File: src/design/out_chan_pkg.sv
// Behaviour
// - Low and high alarms compare inclusively.
// - Normal rate when enabled, default otherwise; code also uses default rate in fault mode or on a detected field fault.
// - Clamp above upper limit, flag upper clamp.
// - Clamp below lower limit, flag lower clamp.
// - Default value when not holding last state.
// - User offset added before alarm checks.
// - Eight alarms, each with three response kinds.
// - High/low alarms use final output value.
// - Enabled diagnostics show alarms as status bits.
// - One fault entry per enabled alarm occurrence.
// - One interrupt event per enabled alarm occurrence; code gives one irq_evt for all alarms raised in the same cycle.
// - Cleared enable suppresses that response kind.
// - Open wire in current, short in voltage.
// - All responses off at reset, independent enables.
// - Interrupt sets diag bit until next scan.
// - Interrupt names channel reference word address.
// - Diagnostic one means present, zero absent.
// - Linear scaling, inverse allowed.
package out_chan_pkg;
  localparam int NUM_CFG = 16;
  localparam int NUM_COND = 8;
  localparam logic [7:0] ADDR_CTRL = 8'h00;
  localparam logic [7:0] ADDR_CMD = 8'h04;
  localparam logic [7:0] ADDR_OFFSET = 8'h08;
  localparam logic [7:0] ADDR_HI_ALARM = 8'h0C;
  localparam logic [7:0] ADDR_LO_ALARM = 8'h10;
  localparam logic [7:0] ADDR_RATE_NORM = 8'h14;
  localparam logic [7:0] ADDR_RATE_DEF = 8'h18;
  localparam logic [7:0] ADDR_UCLAMP = 8'h1C;
  localparam logic [7:0] ADDR_LCLAMP = 8'h20;
  localparam logic [7:0] ADDR_DEFAULT = 8'h24;
  localparam logic [7:0] ADDR_DIAG_MASK = 8'h28;
  localparam logic [7:0] ADDR_FAULT_MASK = 8'h2C;
  localparam logic [7:0] ADDR_IRQ_MASK = 8'h30;
  localparam logic [7:0] ADDR_GAIN = 8'h34;
  localparam logic [7:0] ADDR_LO_OUT = 8'h38;
  localparam logic [7:0] ADDR_LO_ENG = 8'h3C;
  localparam logic [7:0] ADDR_STATUS = 8'h40;
  localparam logic [7:0] ADDR_VALUE = 8'h44;
  localparam logic [7:0] ADDR_DAC = 8'h48;
  localparam logic [7:0] ADDR_FCOUNT = 8'h4C;
  localparam logic [7:0] ADDR_COND = 8'h50;
  localparam int CTRL_OUT_EN = 0;
  localparam int CTRL_HOLD = 1;
  localparam int CTRL_CLAMP_EN = 2;
  localparam int CTRL_CUR_MODE = 3;
  localparam int CTRL_DIAG_EN = 4;
  localparam int CTRL_FAULT_EN = 5;
  localparam int CTRL_IRQ_EN = 6;
  localparam int CTRL_FAULT_MODE = 7;
  localparam int C_LOW = 0;
  localparam int C_HIGH = 1;
  localparam int C_UNDER = 2;
  localparam int C_OVER = 3;
  localparam int C_OPEN = 4;
  localparam int C_LCLAMP = 5;
  localparam int C_UCLAMP = 6;
  localparam int C_SHORT = 7;
  localparam logic [NUM_CFG*16-1:0] CFG_RESET = {
    16'h0000, 16'h0000, 16'h0100, 16'h0000, 16'h0000, 16'h0000, 16'h0000, 16'h8000,
    16'h7FFF, 16'h0000, 16'h0000, 16'h8000, 16'h7FFF, 16'h0000, 16'h0000, 16'h0000};
  localparam logic [15:0] RANGE_HI_RESET = 16'h7FFF;
  localparam logic [15:0] RANGE_LO_RESET = 16'h8000;
  localparam int SCAN_TIME_US = 1000;
  localparam int CLK_MHZ = 10;
  localparam int SCAN_CYCLES_DEF = SCAN_TIME_US * CLK_MHZ;
  localparam int REF_WORDS_PER_CHAN = 2;
  localparam int GAIN_FRAC_BITS = 8;
endpackage

File: src/design/out_channel.sv
`timescale 1ns/100ps
module out_channel import out_chan_pkg::*; #(
  parameter int SCAN_CYCLES = SCAN_CYCLES_DEF,
  parameter int CHAN_NUM = 1,
  parameter logic [15:0] REF_BASE = 16'h0000,
  parameter logic [15:0] RANGE_HI = RANGE_HI_RESET,
  parameter logic [15:0] RANGE_LO = RANGE_LO_RESET
) (
  // Clock and reset.
  input wire logic pclk,
  input wire logic presetn,
  // APB slave.
  input wire logic [7:0] paddr,
  input wire logic psel,
  input wire logic penable,
  input wire logic pwrite,
  input wire logic [31:0] pwdata,
  output logic [31:0] prdata,
  output logic pready,
  output logic pslverr,
  // Field fault sense pins.
  input wire logic open_wire_pin,
  input wire logic short_pin,
  // Output stage.
  output logic [15:0] out_value,
  output logic [15:0] dac_code,
  output logic scan_tick,
  // Responses toward the controller.
  output logic [7:0] diag_bits,
  output logic [7:0] fault_vec,
  output logic fault_evt,
  output logic [7:0] irq_vec,
  output logic irq_evt,
  output logic [15:0] irq_ref_addr
);
  if (SCAN_CYCLES < 2 || CHAN_NUM < 1)
  begin : g_bad_param
    $error("out_channel: SCAN_CYCLES must be at least 2 and CHAN_NUM at least 1.");
  end

  logic [15:0] cfg [NUM_CFG];
  logic [31:0] scan_cnt;
  logic [1:0] open_sync;
  logic [1:0] short_sync;
  logic [7:0] cond;
  logic [7:0] irq_seen;
  logic [15:0] fcount;

  // APB decode.
  wire access = psel & penable;
  wire setup = psel & ~penable;
  wire aligned = paddr[1:0] == 2'b00;
  wire cfg_hit = aligned & (paddr < ADDR_STATUS);
  wire ro_hit = aligned & (paddr >= ADDR_STATUS) & (paddr <= ADDR_COND);
  wire bad = ~(cfg_hit | ro_hit) | (pwrite & ro_hit);
  wire cfg_we = access & pwrite & cfg_hit;
  wire [3:0] idx = paddr[5:2];
  wire [15:0] rd_word = cfg_hit ? cfg[idx] :
                        (paddr == ADDR_STATUS) ? {8'h00, diag_bits} :
                        (paddr == ADDR_VALUE) ? out_value :
                        (paddr == ADDR_DAC) ? dac_code :
                        (paddr == ADDR_FCOUNT) ? fcount :
                        (paddr == ADDR_COND) ? {8'h00, cond} : 16'h0000;
  assign pready = 1'b1;
  assign pslverr = access & bad;

  // Configuration fields.
  wire [15:0] ctrl = cfg[ADDR_CTRL[5:2]];
  wire out_en = ctrl[CTRL_OUT_EN];
  wire hold = ctrl[CTRL_HOLD];
  wire clamp_en = ctrl[CTRL_CLAMP_EN];
  wire cur_mode = ctrl[CTRL_CUR_MODE];
  wire diag_en = ctrl[CTRL_DIAG_EN];
  wire fault_en = ctrl[CTRL_FAULT_EN];
  wire irq_en = ctrl[CTRL_IRQ_EN];
  wire signed [15:0] cmd = cfg[ADDR_CMD[5:2]];
  wire signed [15:0] offset = cfg[ADDR_OFFSET[5:2]];
  wire signed [15:0] hi_alarm = cfg[ADDR_HI_ALARM[5:2]];
  wire signed [15:0] lo_alarm = cfg[ADDR_LO_ALARM[5:2]];
  wire [15:0] rate_norm = cfg[ADDR_RATE_NORM[5:2]];
  wire [15:0] rate_def = cfg[ADDR_RATE_DEF[5:2]];
  wire signed [15:0] uclamp = cfg[ADDR_UCLAMP[5:2]];
  wire signed [15:0] lclamp = cfg[ADDR_LCLAMP[5:2]];
  wire signed [15:0] def_val = cfg[ADDR_DEFAULT[5:2]];
  wire [7:0] diag_mask = cfg[ADDR_DIAG_MASK[5:2]][7:0];
  wire [7:0] fault_mask = cfg[ADDR_FAULT_MASK[5:2]][7:0];
  wire [7:0] irq_mask = cfg[ADDR_IRQ_MASK[5:2]][7:0];
  wire signed [15:0] gain = cfg[ADDR_GAIN[5:2]];
  wire signed [15:0] lo_out = cfg[ADDR_LO_OUT[5:2]];
  wire signed [15:0] lo_eng = cfg[ADDR_LO_ENG[5:2]];

  // Detected field faults, qualified by the output mode.
  wire open_det = open_sync[1] & cur_mode;
  wire short_det = short_sync[1] & ~cur_mode;
  wire fault_any = ctrl[CTRL_FAULT_MODE] | open_det | short_det;
  wire active = out_en & ~fault_any;

  // Target selection, offset and clamping.
  wire signed [15:0] cur = out_value;
  wire signed [15:0] src = active ? 16'(cmd + offset) :
                           hold ? cur : def_val;
  wire over_u = clamp_en & (src > uclamp);
  wire under_l = clamp_en & (src < lclamp);
  wire signed [15:0] target = over_u ? uclamp : under_l ? lclamp : src;

  // Ramp toward the target one step per scan.
  wire [15:0] rate = active ? rate_norm : rate_def;
  wire signed [17:0] cur_x = 18'(cur);
  wire signed [17:0] tgt_x = 18'(target);
  wire signed [17:0] up_x = cur_x + $signed({2'b00, rate});
  wire signed [17:0] dn_x = cur_x - $signed({2'b00, rate});
  wire signed [15:0] next_value = (rate == 16'h0000) ? target :
                                  (tgt_x > cur_x) ? ((up_x >= tgt_x) ? target : up_x[15:0]) :
                                  ((dn_x <= tgt_x) ? target : dn_x[15:0]);

  // Alarm conditions on the final value and on the commanded value.
  wire [7:0] next_cond;
  assign next_cond[C_LOW] = next_value <= lo_alarm;
  assign next_cond[C_HIGH] = next_value >= hi_alarm;
  assign next_cond[C_UNDER] = src < $signed(RANGE_LO);
  assign next_cond[C_OVER] = src > $signed(RANGE_HI);
  assign next_cond[C_OPEN] = open_det;
  assign next_cond[C_LCLAMP] = under_l;
  assign next_cond[C_UCLAMP] = over_u;

  assign next_cond[C_SHORT] = short_det;

  // Linear scaling from engineering units to converter units.
  wire signed [16:0] diff = 17'(cur) - 17'(lo_eng);
  wire signed [32:0] prod = diff * gain;
  wire signed [15:0] next_dac = 16'(lo_out + $signed(prod[GAIN_FRAC_BITS +: 16]));

  wire next_scan = scan_cnt == 32'(SCAN_CYCLES - 1);
  wire [7:0] fault_raw;
  wire [7:0] irq_raw;
  wire [7:0] next_diag = (cond & diag_mask & {8{diag_en}}) | irq_seen | irq_raw;

  resp_gate #(.W(NUM_COND)) u_fault_gate (
    .clk(pclk),
    .rstn(presetn),
    .cond(cond),
    .cat_en(fault_en),
    .mask(fault_mask),
    .evt(fault_raw)
  );
  resp_gate #(.W(NUM_COND)) u_irq_gate (
    .clk(pclk),
    .rstn(presetn),
    .cond(cond),
    .cat_en(irq_en),
    .mask(irq_mask),
    .evt(irq_raw)
  );

  assign fault_vec = fault_raw;
  assign irq_vec = irq_raw;
  assign fault_evt = |fault_raw;
  assign irq_evt = |irq_raw;
  assign irq_ref_addr = 16'(REF_BASE + REF_WORDS_PER_CHAN * (CHAN_NUM - 1));

  always_ff @(posedge pclk or negedge presetn)
  begin
    if (!presetn)
    begin
      for (int i = 0; i < NUM_CFG; i++)
        cfg[i] <= CFG_RESET[i*16 +: 16];
    end
    else if (cfg_we)
      cfg[idx] <= pwdata[15:0];
  end

  always_ff @(posedge pclk or negedge presetn)
  begin
    if (!presetn)
      prdata <= 32'h00000000;
    else if (setup)
      prdata <= {16'h0000, rd_word};
  end

  always_ff @(posedge pclk or negedge presetn)
  begin
    if (!presetn)
    begin
      open_sync <= 2'b00;
      short_sync <= 2'b00;
      scan_cnt <= 32'h00000000;
      scan_tick <= 1'b0;
    end
    else
    begin
      open_sync <= {open_sync[0], open_wire_pin};
      short_sync <= {short_sync[0], short_pin};
      scan_cnt <= next_scan ? 32'h00000000 : scan_cnt + 32'h00000001;
      scan_tick <= next_scan;
    end
  end

  always_ff @(posedge pclk or negedge presetn)
  begin
    if (!presetn)
    begin
      out_value <= 16'h0000;
      cond <= 8'h00;
    end
    else if (scan_tick)
    begin
      out_value <= next_value;
      cond <= next_cond;
    end
  end

  always_ff @(posedge pclk or negedge presetn)
  begin
    if (!presetn)
    begin
      irq_seen <= 8'h00;
      diag_bits <= 8'h00;
      dac_code <= 16'h0000;
      fcount <= 16'h0000;
    end
    else
    begin
      irq_seen <= irq_raw | (scan_tick ? 8'h00 : irq_seen);
      diag_bits <= next_diag;
      dac_code <= next_dac;
      fcount <= fcount + 16'($countones(fault_raw));
    end
  end

  property p_low_alarm;
    @(posedge pclk) disable iff (!presetn)
    scan_tick |=> cond[C_LOW] == ($signed(out_value) <= $signed($past(lo_alarm)));
  endproperty
  a_low_alarm: assert property (p_low_alarm) else $error("Low alarm mismatch.");

  property p_high_alarm;
    @(posedge pclk) disable iff (!presetn)
    scan_tick |=> cond[C_HIGH] == ($signed(out_value) >= $signed($past(hi_alarm)));
  endproperty
  a_high_alarm: assert property (p_high_alarm) else $error("High alarm mismatch.");

  property p_zero_rate;
    @(posedge pclk) disable iff (!presetn)
    scan_tick && rate == 16'h0000 |=> out_value == $past(target);
  endproperty
  a_zero_rate: assert property (p_zero_rate) else $error("Zero rate did not jump.");

  property p_ramp_step;
    @(posedge pclk) disable iff (!presetn)
    scan_tick && rate != 16'h0000 && tgt_x > up_x |=> out_value == $past(up_x[15:0]);
  endproperty
  a_ramp_step: assert property (p_ramp_step) else $error("Ramp step wrong.");

  property p_uclamp;
    @(posedge pclk) disable iff (!presetn)
    scan_tick && clamp_en && src > uclamp |=> cond[C_UCLAMP] && !cond[C_LCLAMP];
  endproperty
  a_uclamp: assert property (p_uclamp) else $error("Upper clamp not flagged.");

  property p_lclamp;
    @(posedge pclk) disable iff (!presetn)
    scan_tick && clamp_en && src < lclamp && rate == 16'h0000 |=>
      cond[C_LCLAMP] && out_value == $past(lclamp);
  endproperty
  a_lclamp: assert property (p_lclamp) else $error("Lower clamp wrong.");

  property p_default;
    @(posedge pclk) disable iff (!presetn)
    scan_tick && !active && !hold && !clamp_en && rate_def == 16'h0000 |=>
      out_value == $past(def_val);
  endproperty
  a_default: assert property (p_default) else $error("Default value not applied.");

  property p_offset;
    @(posedge pclk) disable iff (!presetn)
    scan_tick && active && !clamp_en && rate_norm == 16'h0000 |=>
      out_value == 16'($past(cmd) + $past(offset));
  endproperty
  a_offset: assert property (p_offset) else $error("Offset not applied.");

  property p_fault_evt;
    @(posedge pclk) disable iff (!presetn)
    fault_en && ((cond & ~$past(cond) & fault_mask) != 8'h00) |=> fault_evt;
  endproperty
  a_fault_evt: assert property (p_fault_evt) else $error("Fault entry missing.");

  property p_irq_mask;
    @(posedge pclk) disable iff (!presetn)
    irq_evt |-> (irq_vec & ~$past(irq_mask)) == 8'h00 && $past(irq_en);
  endproperty
  a_irq_mask: assert property (p_irq_mask) else $error("Masked interrupt fired.");

  property p_irq_diag;
    @(posedge pclk) disable iff (!presetn)
    irq_evt && !scan_tick |=> (diag_bits & $past(irq_vec)) == $past(irq_vec);
  endproperty
  a_irq_diag: assert property (p_irq_diag) else $error("Interrupt diag bit not set.");

  property p_irq_addr;
    @(posedge pclk) disable iff (!presetn)
    irq_evt |-> irq_ref_addr == 16'(REF_BASE + 2 * (CHAN_NUM - 1));
  endproperty
  a_irq_addr: assert property (p_irq_addr) else $error("Interrupt address wrong.");

  property p_diag_off;
    @(posedge pclk) disable iff (!presetn)
    !diag_en && irq_seen == 8'h00 && irq_raw == 8'h00 |=> diag_bits == 8'h00;
  endproperty
  a_diag_off: assert property (p_diag_off) else $error("Diag bit set while off.");

  property p_open_mode;
    @(posedge pclk) disable iff (!presetn)
    scan_tick && !cur_mode |=> !cond[C_OPEN];
  endproperty
  a_open_mode: assert property (p_open_mode) else $error("Open wire in voltage mode.");

  property p_short_mode;
    @(posedge pclk) disable iff (!presetn)
    scan_tick && cur_mode |=> !cond[C_SHORT];
  endproperty
  a_short_mode: assert property (p_short_mode) else $error("Short in current mode.");

  property p_diag_report;
    @(posedge pclk) disable iff (!presetn)
    diag_en && irq_seen == 8'h00 && irq_raw == 8'h00 |=> diag_bits == ($past(cond) & $past(diag_mask));
  endproperty
  a_diag_report: assert property (p_diag_report) else $error("Diag bits wrong.");

  property p_irq_clear;
    @(posedge pclk) disable iff (!presetn)
    scan_tick && irq_raw == 8'h00 |=> irq_seen == 8'h00;
  endproperty
  a_irq_clear: assert property (p_irq_clear) else $error("Interrupt bit not cleared.");

  property p_fault_mask;
    @(posedge pclk) disable iff (!presetn)
    fault_evt |-> (fault_vec & ~$past(fault_mask)) == 8'h00 && $past(fault_en);
  endproperty
  a_fault_mask: assert property (p_fault_mask) else $error("Masked fault logged.");

  c_ramp: cover property (@(posedge pclk) disable iff (!presetn) scan_tick && rate != 16'h0000);
  c_fault: cover property (@(posedge pclk) disable iff (!presetn) fault_evt);
  c_irq: cover property (@(posedge pclk) disable iff (!presetn) irq_evt && !diag_en);
  c_clamp: cover property (@(posedge pclk) disable iff (!presetn) cond[C_UCLAMP]);
  c_hold: cover property (@(posedge pclk) disable iff (!presetn) scan_tick && hold && !active);
endmodule // out_channel

File: src/design/resp_gate.sv
`timescale 1ns/100ps
module resp_gate #(
  parameter int W = 8
) (
  // Clock and reset.
  input wire logic clk,
  input wire logic rstn,
  // Condition vector and enables.
  input wire logic [W-1:0] cond,
  input wire logic cat_en,
  input wire logic [W-1:0] mask,
  // One-cycle event per newly raised enabled condition.
  output logic [W-1:0] evt
);
  logic [W-1:0] prev;
  wire [W-1:0] next_evt = cond & ~prev & mask & {W{cat_en}};

  always_ff @(posedge clk or negedge rstn)
  begin
    if (!rstn)
    begin
      prev <= '0;
      evt <= '0;
    end
    else
    begin
      prev <= cond;
      evt <= next_evt;
    end
  end
endmodule // resp_gate

File: config.mk
export PLATFORM = sky130hd
export DESIGN_NAME = out_channel
export DESIGN_NICKNAME = d
export VERILOG_FILES = /design/src/design/out_chan_pkg.sv /design/src/design/out_channel.sv /design/src/design/resp_gate.sv
export SDC_FILE = /design/constraint.sdc
export NUM_CORES = 2
export LEC_CHECK = 0
export CORE_AREA = 2 2 227 229
export DETAILED_ROUTE_END_ITERATION = 16
export DIE_AREA = 0 0 229 231
export DONT_BUFFER_PORTS = 1
export PLACE_DENSITY_LB_ADDON = 0.15
export SLEW_MARGIN = 20
export SYNTH_ARGS = -nofsm -noshare
export SYNTH_HDL_FRONTEND = slang
export SYNTH_SLANG_ARGS = --single-unit
export TNS_END_PERCENT = 20
File: constraint.sdc
create_clock -name pclk -period 12.2 [get_ports pclk]
set_clock_uncertainty 0.05 [all_clocks]
set_input_delay 3.05 -clock pclk [delete_from_list [all_inputs] [get_ports pclk]]
set_output_delay 3.05 -clock pclk [all_outputs]
set_load 0.02 [all_outputs]
Yosys cells after proc, flatten, opt, wreduce, memory -nomap -nowiden
Cells that the tools add are included.
{"block": "op_classes", "n_addsub": 14, "mul": 1, "n_lt_le_gt_ge": 14, "n_eq_ne": 6, "muxes": 23, "n_bitwise": 34, "n_reduce_logical": 5}
{"operator": "$mux W16", "n": 17}
{"operator": "$bwmux W256", "n": 1}
{"operator": "$bmux W16 S4", "n": 1}
{"operator": "$demux W16 S4", "n": 1}
{"operator": "$and A8 B8 Y8", "n": 7}
{"operator": "$eq A8 B7 Y1 const B", "n": 5}
{"operator": "$add A16 B16 Y16", "n": 2}
{"operator": "$add A32 B1 Y32 const B", "n": 1}
{"operator": "$eq A32 B14 Y1 const B", "n": 1}
{"operator": "$gt A16 B16 Y1", "n": 2}
{"operator": "$mux W32", "n": 1}
{"operator": "$mul A17 B16 Y24", "n": 1}
{"operator": "$or A8 B8 Y8", "n": 3}
{"operator": "$add A16 B17 Y18", "n": 1}
{"operator": "$ge A18 B16 Y1", "n": 1}
{"operator": "$le A18 B16 Y1", "n": 1}
{"operator": "$sub A16 B17 Y18", "n": 1}
{"operator": "$sub A16 B16 Y17", "n": 1}
{"operator": "$add A16 B4 Y16", "n": 1}
{"operator": "$ge A16 B16 Y1", "n": 1}
{"operator": "$gt A16 B16 Y1 const B", "n": 1}
{"operator": "$le A16 B16 Y1", "n": 1}
{"operator": "$logic_not A16 Y1", "n": 1}
{"operator": "$lt A16 B16 Y1", "n": 1}
{"operator": "other kinds (18)", "n": 43}
{"block": "word_totals", "regBits": 405, "output_inout_bits": 109, "elab_cells": 127}

Longest topological paths before layout
{"block": "depth", "word_depth": 15, "mapped_depth": 48}

Hierarchy
Synthesis repeated with hierarchy kept, for this count alone.
{"block": "unflattened", "hier_cells": 3344, "area_unflattened_um2": 33968.8}
{"module": "out_channel", "instances": 1, "cells_per_inst": 3296, "area_per_inst_um2": 33007.9}
{"module": "resp_gate", "instances": 2, "cells_per_inst": 24, "area_per_inst_um2": 480.5}

Worst setup path before layout
OpenSTA, ideal clock, no wires.
{"block": "synth_timing", "path_type": "flip-flop to flip-flop", "startpoint": "reg cfg, in the netlist ctrl[3]", "endpoint": "reg cond[0]", "arrival_time_ns": 8.698, "t_required_ns": 12.073, "path_slack_ns": 3.374, "stages_incl_launch_ff": 43, "period_less_slack_ns": 8.826, "cell_sequence": "dfrtp_1 mux2_4 nor2_1 buf_2 clkbuf_1 clkbuf_1 buf_1 o21ai_0 ha_1 nand2_1 o21ai_0 a2111o_1 a211oi_4 mux2i_4 clkinv_1 mux2_2 a21oi_1 ha_1 [7 not listed] xnor2_1 o21ai_0 o21ai_0 a22oi_1 a2bb2oi_1 ha_1 nor2b_1 o21a_1 o21a_1 o21a_1 o21a_1 o21a_1 o21a_1 o21ai_0 nand2_1 a21oi_1 a31oi_1 a21oi_1"}
{"block": "synth_between", "elab_chain_cells": 15, "elab_cells_between_ends": 26, "cone_classes": "add/sub (2); order compare (6); mux (8); bitwise (9); reduce/logical (1)"}
{"item": "from (decl)", "line": "out_channel.sv:41", "rtl": "logic [15:0] cfg [NUM_CFG];"}
{"item": "from (signal, indexed assignment)", "line": "out_channel.sv:166", "rtl": "cfg[i] <= CFG_RESET[i*16 +: 16];"}
{"item": "from (signal, indexed assignment)", "line": "out_channel.sv:169", "rtl": "cfg[idx] <= pwdata[15:0];"}
{"item": "$and A1 B1 Y1 or $not A1 Y1 (tied branches)", "line": "out_channel.sv:93, out_channel.sv:94"}
{"item": "$or A1 B1 Y1 or $and A1 B1 Y1 (tied branches)", "line": "out_channel.sv:95, out_channel.sv:94"}
{"item": "$or A1 B1 Y1 (*)", "line": "out_channel.sv:95", "rtl": "wire fault_any = ctrl[CTRL_FAULT_MODE] | open_det | short_det;"}
{"item": "$not A1 Y1 (*)", "line": "out_channel.sv:96", "rtl": "wire active = out_en & ~fault_any;"}
{"item": "$and A1 B1 Y1 (*)", "line": "out_channel.sv:96"}
{"item": "$mux W16", "line": "out_channel.sv:100", "rtl": "wire signed [15:0] src = active ? 16'(cmd + offset) :"}
{"item": "$lt A16 B16 Y1", "line": "out_channel.sv:103", "rtl": "wire under_l = clamp_en & (src < lclamp);"}
{"item": "$and A1 B1 Y1", "line": "out_channel.sv:103"}
{"item": "$mux W16 (2 in series)", "line": "out_channel.sv:104", "rtl": "wire signed [15:0] target = over_u ? uclamp : under_l ? lclamp : src;"}
{"item": "$le A18 B16 Y1 or $ge A18 B16 Y1 (tied branches)", "line": "out_channel.sv:114, out_channel.sv:113"}
{"item": "$mux W16 (on tied branches)", "line": "out_channel.sv:114, out_channel.sv:113"}
{"item": "$mux W16", "line": "out_channel.sv:113", "rtl": "(tgt_x > cur_x) ? ((up_x >= tgt_x) ? target : up_x[15:0]) :"}
{"item": "$mux W16 (*)", "line": "out_channel.sv:112", "rtl": "wire signed [15:0] next_value = (rate == 16'h0000) ? target :"}
{"item": "via next_value[1]", "line": "out_channel.sv:112"}
{"item": "$le A16 B16 Y1 (*)", "line": "out_channel.sv:118", "rtl": "assign next_cond[C_LOW] = next_value <= lo_alarm;"}
{"item": "to (signal assigned)", "line": "out_channel.sv:208", "rtl": "cond <= next_cond;"}
{"item": "to (decl)", "line": "out_channel.sv:45", "rtl": "logic [7:0] cond;"}
Mark *: on every way through the listed nets, which the timed path passes. The rest lies on a longest branch.
A chain may end at the register's enable or synchronous reset.

Worst setup path in the final report
{"block": "layout_timing", "startpoint": "reg cfg, in the netlist offset[1]", "endpoint": "reg cond[1]"}
{"block": "layout_between", "elab_chain_cells": 11, "elab_cells_between_ends": 16, "cone_classes": "add/sub (1); order compare (6); mux (7); bitwise (2)"}
{"item": "$add A16 B16 Y16 (*)", "line": "out_channel.sv:100"}
{"item": "$mux W16 (*)", "line": "out_channel.sv:100"}
{"item": "$lt A16 B16 Y1", "line": "out_channel.sv:103"}
{"item": "$and A1 B1 Y1", "line": "out_channel.sv:103"}
{"item": "$mux W16", "line": "out_channel.sv:104"}
{"item": "$mux W16 (*)", "line": "out_channel.sv:104"}
{"item": "$le A18 B16 Y1 or $ge A18 B16 Y1 (tied branches)", "line": "out_channel.sv:114, out_channel.sv:113"}
{"item": "$mux W16 (on tied branches)", "line": "out_channel.sv:114, out_channel.sv:113"}
{"item": "$mux W16", "line": "out_channel.sv:113"}
{"item": "$mux W16 (*)", "line": "out_channel.sv:112"}
{"item": "via next_value[10]", "line": "out_channel.sv:112"}
{"item": "$ge A16 B16 Y1 (*)", "line": "out_channel.sv:119", "rtl": "assign next_cond[C_HIGH] = next_value >= hi_alarm;"}
Marks and branches as above.

==> out/results.tsv <==
stage	metric	value	unit
grt	use_met3	0.0650	
route	routed_wirelength	95400	um
clock_tree	clockBufferDepth	3	
timing	setup_viol_count_final	0	
cells_and_area	regMostFlops	cfg	
die	num_rows	83	
timing	hold_viol_final	0	
timing	worst_pin_slew	1210	ps
clock_tree	root_buffer	clkbuf_16	
route	avgViaCountPerCell	6.29	
cells_and_area	drive_gt1_frac	0.148	
yosys	mappedNetlistArea	32900	um^2
die	die_w	229	um
critical_path	crit_family	compound AO/OA/AOI/OAI gates	
clock_tree	clk_latency	590	ps
yosys	yosysWarnings	0	
power	ir_drop	86.7	uV
worst_hold_path	holdPathStages	0	
clock_tree	htreeDepth	2	
timing	post-route-period-util	0.927	
yosys	yosysMostFrequentCell	inv_1	
yosys	yosys.cell_types.count	84	
route	detail-route-antenna-nets	0	
critical_path	arrival	11670	ps
place	io_buffers	0	
clock_tree	cts_repair_resize_count	0	
die	dieArea	52900	um^2
grt	grt_overflow	0	
critical_path	cp-end-kind	flip-flop	
power	power.density	94.0	nW/um^2
route	drtIter0Drc	1938	
yosys	synth_top_area_frac	0.280	
yosys	synth_commonest_cells	inv_1 (411), dfrtp_1 (368), nand2_1 (350)	
grt	grt_start_max_net_pins	402	
worst_hold_path	holdPathEnd	open_sync[1]	
route	drc	0	
flow_run	cap_violations	0	
yosys	synth-compound-area-share	0.0973	
yosys	synth-seq-cells	401	
critical_path	r2r_end	cond[1]	
clock_tree	clkTransAtPathRegs	60	ps
power	leakagePower	17.4	nW
grt	grt_pass1_wl	150000	um
critical_path	cpMostUsedCell	a21oi_1	
die	coreArea	50700	um^2
yosys	postSynthCellCount	3294	
route	drt-pass1-iter-count	5	
critical_path	reg2regPathDepth	44	
outcome	status	finished, final reports clean	
worst_hold_path	hp-class	flip-flop to flip-flop	
die	start_util	0.650	
route	vias	24900	
critical_path	cp-start-kind	flip-flop	
grt	grt-busiest-layer	met2	
yosys	ys_seq_area_frac	0.306	
worst_hold_path	min-delay-start	open_sync[0]	
clock_tree	cts_sinks	401	
yosys	synth.area.mux_share	0.133	
yosys	synth-main-ff-cell	dfrtp_1	
timing	final_max_slew_viol_count	0	
critical_path	cp.depth	44	
timing	setup_tns	0	ps
yosys	synth_adder_area_share	0.224	
grt	grt_pass1_vias	26000	
yosys	synth_simple_gate_area_frac	0.128	
critical_path	required	12550	ps
yosys	yosys.area.top_type	dfrtp_1	
yosys	ys_top_cells_by_area	dfrtp_1 (28%), fa_1 (12%), ha_1 (10%), mux2_2 (6.6%), mux4_2 (5.6%)	
place	dp_hpwl	72800	um
die	die_h	231	um
yosys	synthArstFlopShare	1.00	
timing	slew_headroom	0.194	
grt	antenna_found_initial	0	
clock_tree	cts_made_buffers	43	
die	ioPinCount	156	
critical_path	worstPathMaxFanout	15	
grt	use_met1	0.454	
yosys	syn_area_per_cell	10.0	um^2
yosys	synth_xor_area_frac	0.0401	
place	gp_congestion	0.952	
route	wl_per_cell	24.1	um
cells_and_area	largest_reg_flops	48	
clock_tree	cts_hold_buf	0	
timing	timing.fmax	88.4	MHz
yosys	synth_top_family_by_area	adder cells	
cells_and_area	nets	3768	
critical_path	slowest_delay	560	ps
grt	use_met2	0.629	
timing	hold_ws	296	ps
critical_path	critical_path.slowest_cell	a211oi_1	
clock_tree	cts_tree	built	
timing	fin_crit	11310	ps
yosys	synth_edf_count	0	
critical_path	path_buf_inv	4	
clock_tree	post-cts-setup-buffers	0	
grt	gr-usage-all-layers	0.369	
timing	rsz0062_at_grt	no	
power	power	3.30	mW
critical_path	r2r_setup_slack	890	ps
critical_path	path_class	flip-flop to flip-flop	
cells_and_area	n_antenna_cell	0	
cells_and_area	fin_util	0.693	
cells_and_area	area_delta_synth_final	6.63	%
cells_and_area	top_regs	cfg x48, scan_cnt x32	
critical_path	reg2reg_from	offset[1]	
==> area by class of cell <==
class,instances,area [um^2]
Fill cell,3959,15600
Sequential cell,401,10100
Clock inverter,17,254
Multi-Input combinational cell,2336,20700
Tap cell,680,851
Inverter,414,1550
Clock buffer,60,1280
Timing Repair Buffer,55,413
==> metrics by stage <==
| stage | cell area, um^2 | worst slack (ps) | instances |
|---|---|---|---|
| 2_1_floorplan | 33100 | 3370 | 3327 |
| 3_3_place_gp | 33600 | 1420 | 3886 |
| 3_5_place_dp | 33600 | 1340 | 3886 |
| 4_1_cts | 35100 | 1150 | 3963 |
| 5_1_grt | 35100 | 531 | 3963 |
| 6_report | 35100 | 887 | 3963 |
==> cell usage in the layout, fill, tap and decap left out, types with 40 or more instances in the layout <==
cell type,Yosys,routed
a21o_1,40,40
a21oi_1,124,124
and2_1,83,83
buf_4,35,55
clkbuf_16,0,44
dfrtp_1,368,367
fa_1,198,198
ha_1,272,272
inv_1,411,411
mux2_2,194,194
mux4_2,82,82
nand2_1,350,350
nand3_1,43,43
nor2_1,127,120
nor2b_1,48,48
nor3_1,43,43
o21ai_0,161,161
xnor2_1,116,114
==> power by group <==
group | total [mW] | internal [mW] | switching [mW]
clock network | 1.42 | 0.860 | 0.561
logic | 0.482 | 0.193 | 0.289
registers | 1.40 | 1.36 | 0.0386
total | 3.30 | 2.41 | 0.889
==> worst register-to-register path, delay by kind of cell (launching register included) <==
kind                     cells  cell delay (ps)
AO/OA/AOI/OAI               19             4710
AND/OR/NAND/NOR             14             3190
adder cells (fa/ha/maj)      4             1290
buffers and inverters        4              740
multiplexers                 1              400
flip-flops                   1              390
XOR/XNOR                     2              360
==> worst max path at each step <==
stage                          from       to  slack (ps)
after floorplan             ctrl[3]  cond[0]        3370
after global placement    offset[1]  cond[0]        1420
after detailed placement  offset[1]  cond[1]        1340
after CTS                 offset[1]  cond[1]        1150
after global routing      offset[1]  cond[1]         530
final                     offset[1]  cond[1]         890
==> cells by family after synthesis <==
logic type,Yosys count
AO/OA/AOI/OAI,506
XOR/XNOR,149
adder cells (fa/ha/maj),470
buffers and inverters,590
flip-flops,401
multiplexers,308
other,2
AND/OR/NAND/NOR,868
==> metal layers <==
| layer | routed length, um | part of all wire | vias to the layer above |
|---|---|---|---|
| met5 | 0 | 0 | - |
| met4 | 5320 | 0.056 | 0 |
| met3 | 6770 | 0.071 | 255 |
| met2 | 47300 | 0.50 | 965 |
| met1 | 36000 | 0.38 | 12700 |
| li1 | - | - | 11000 |
No activity file was read; power rests on OpenSTA's default activity.
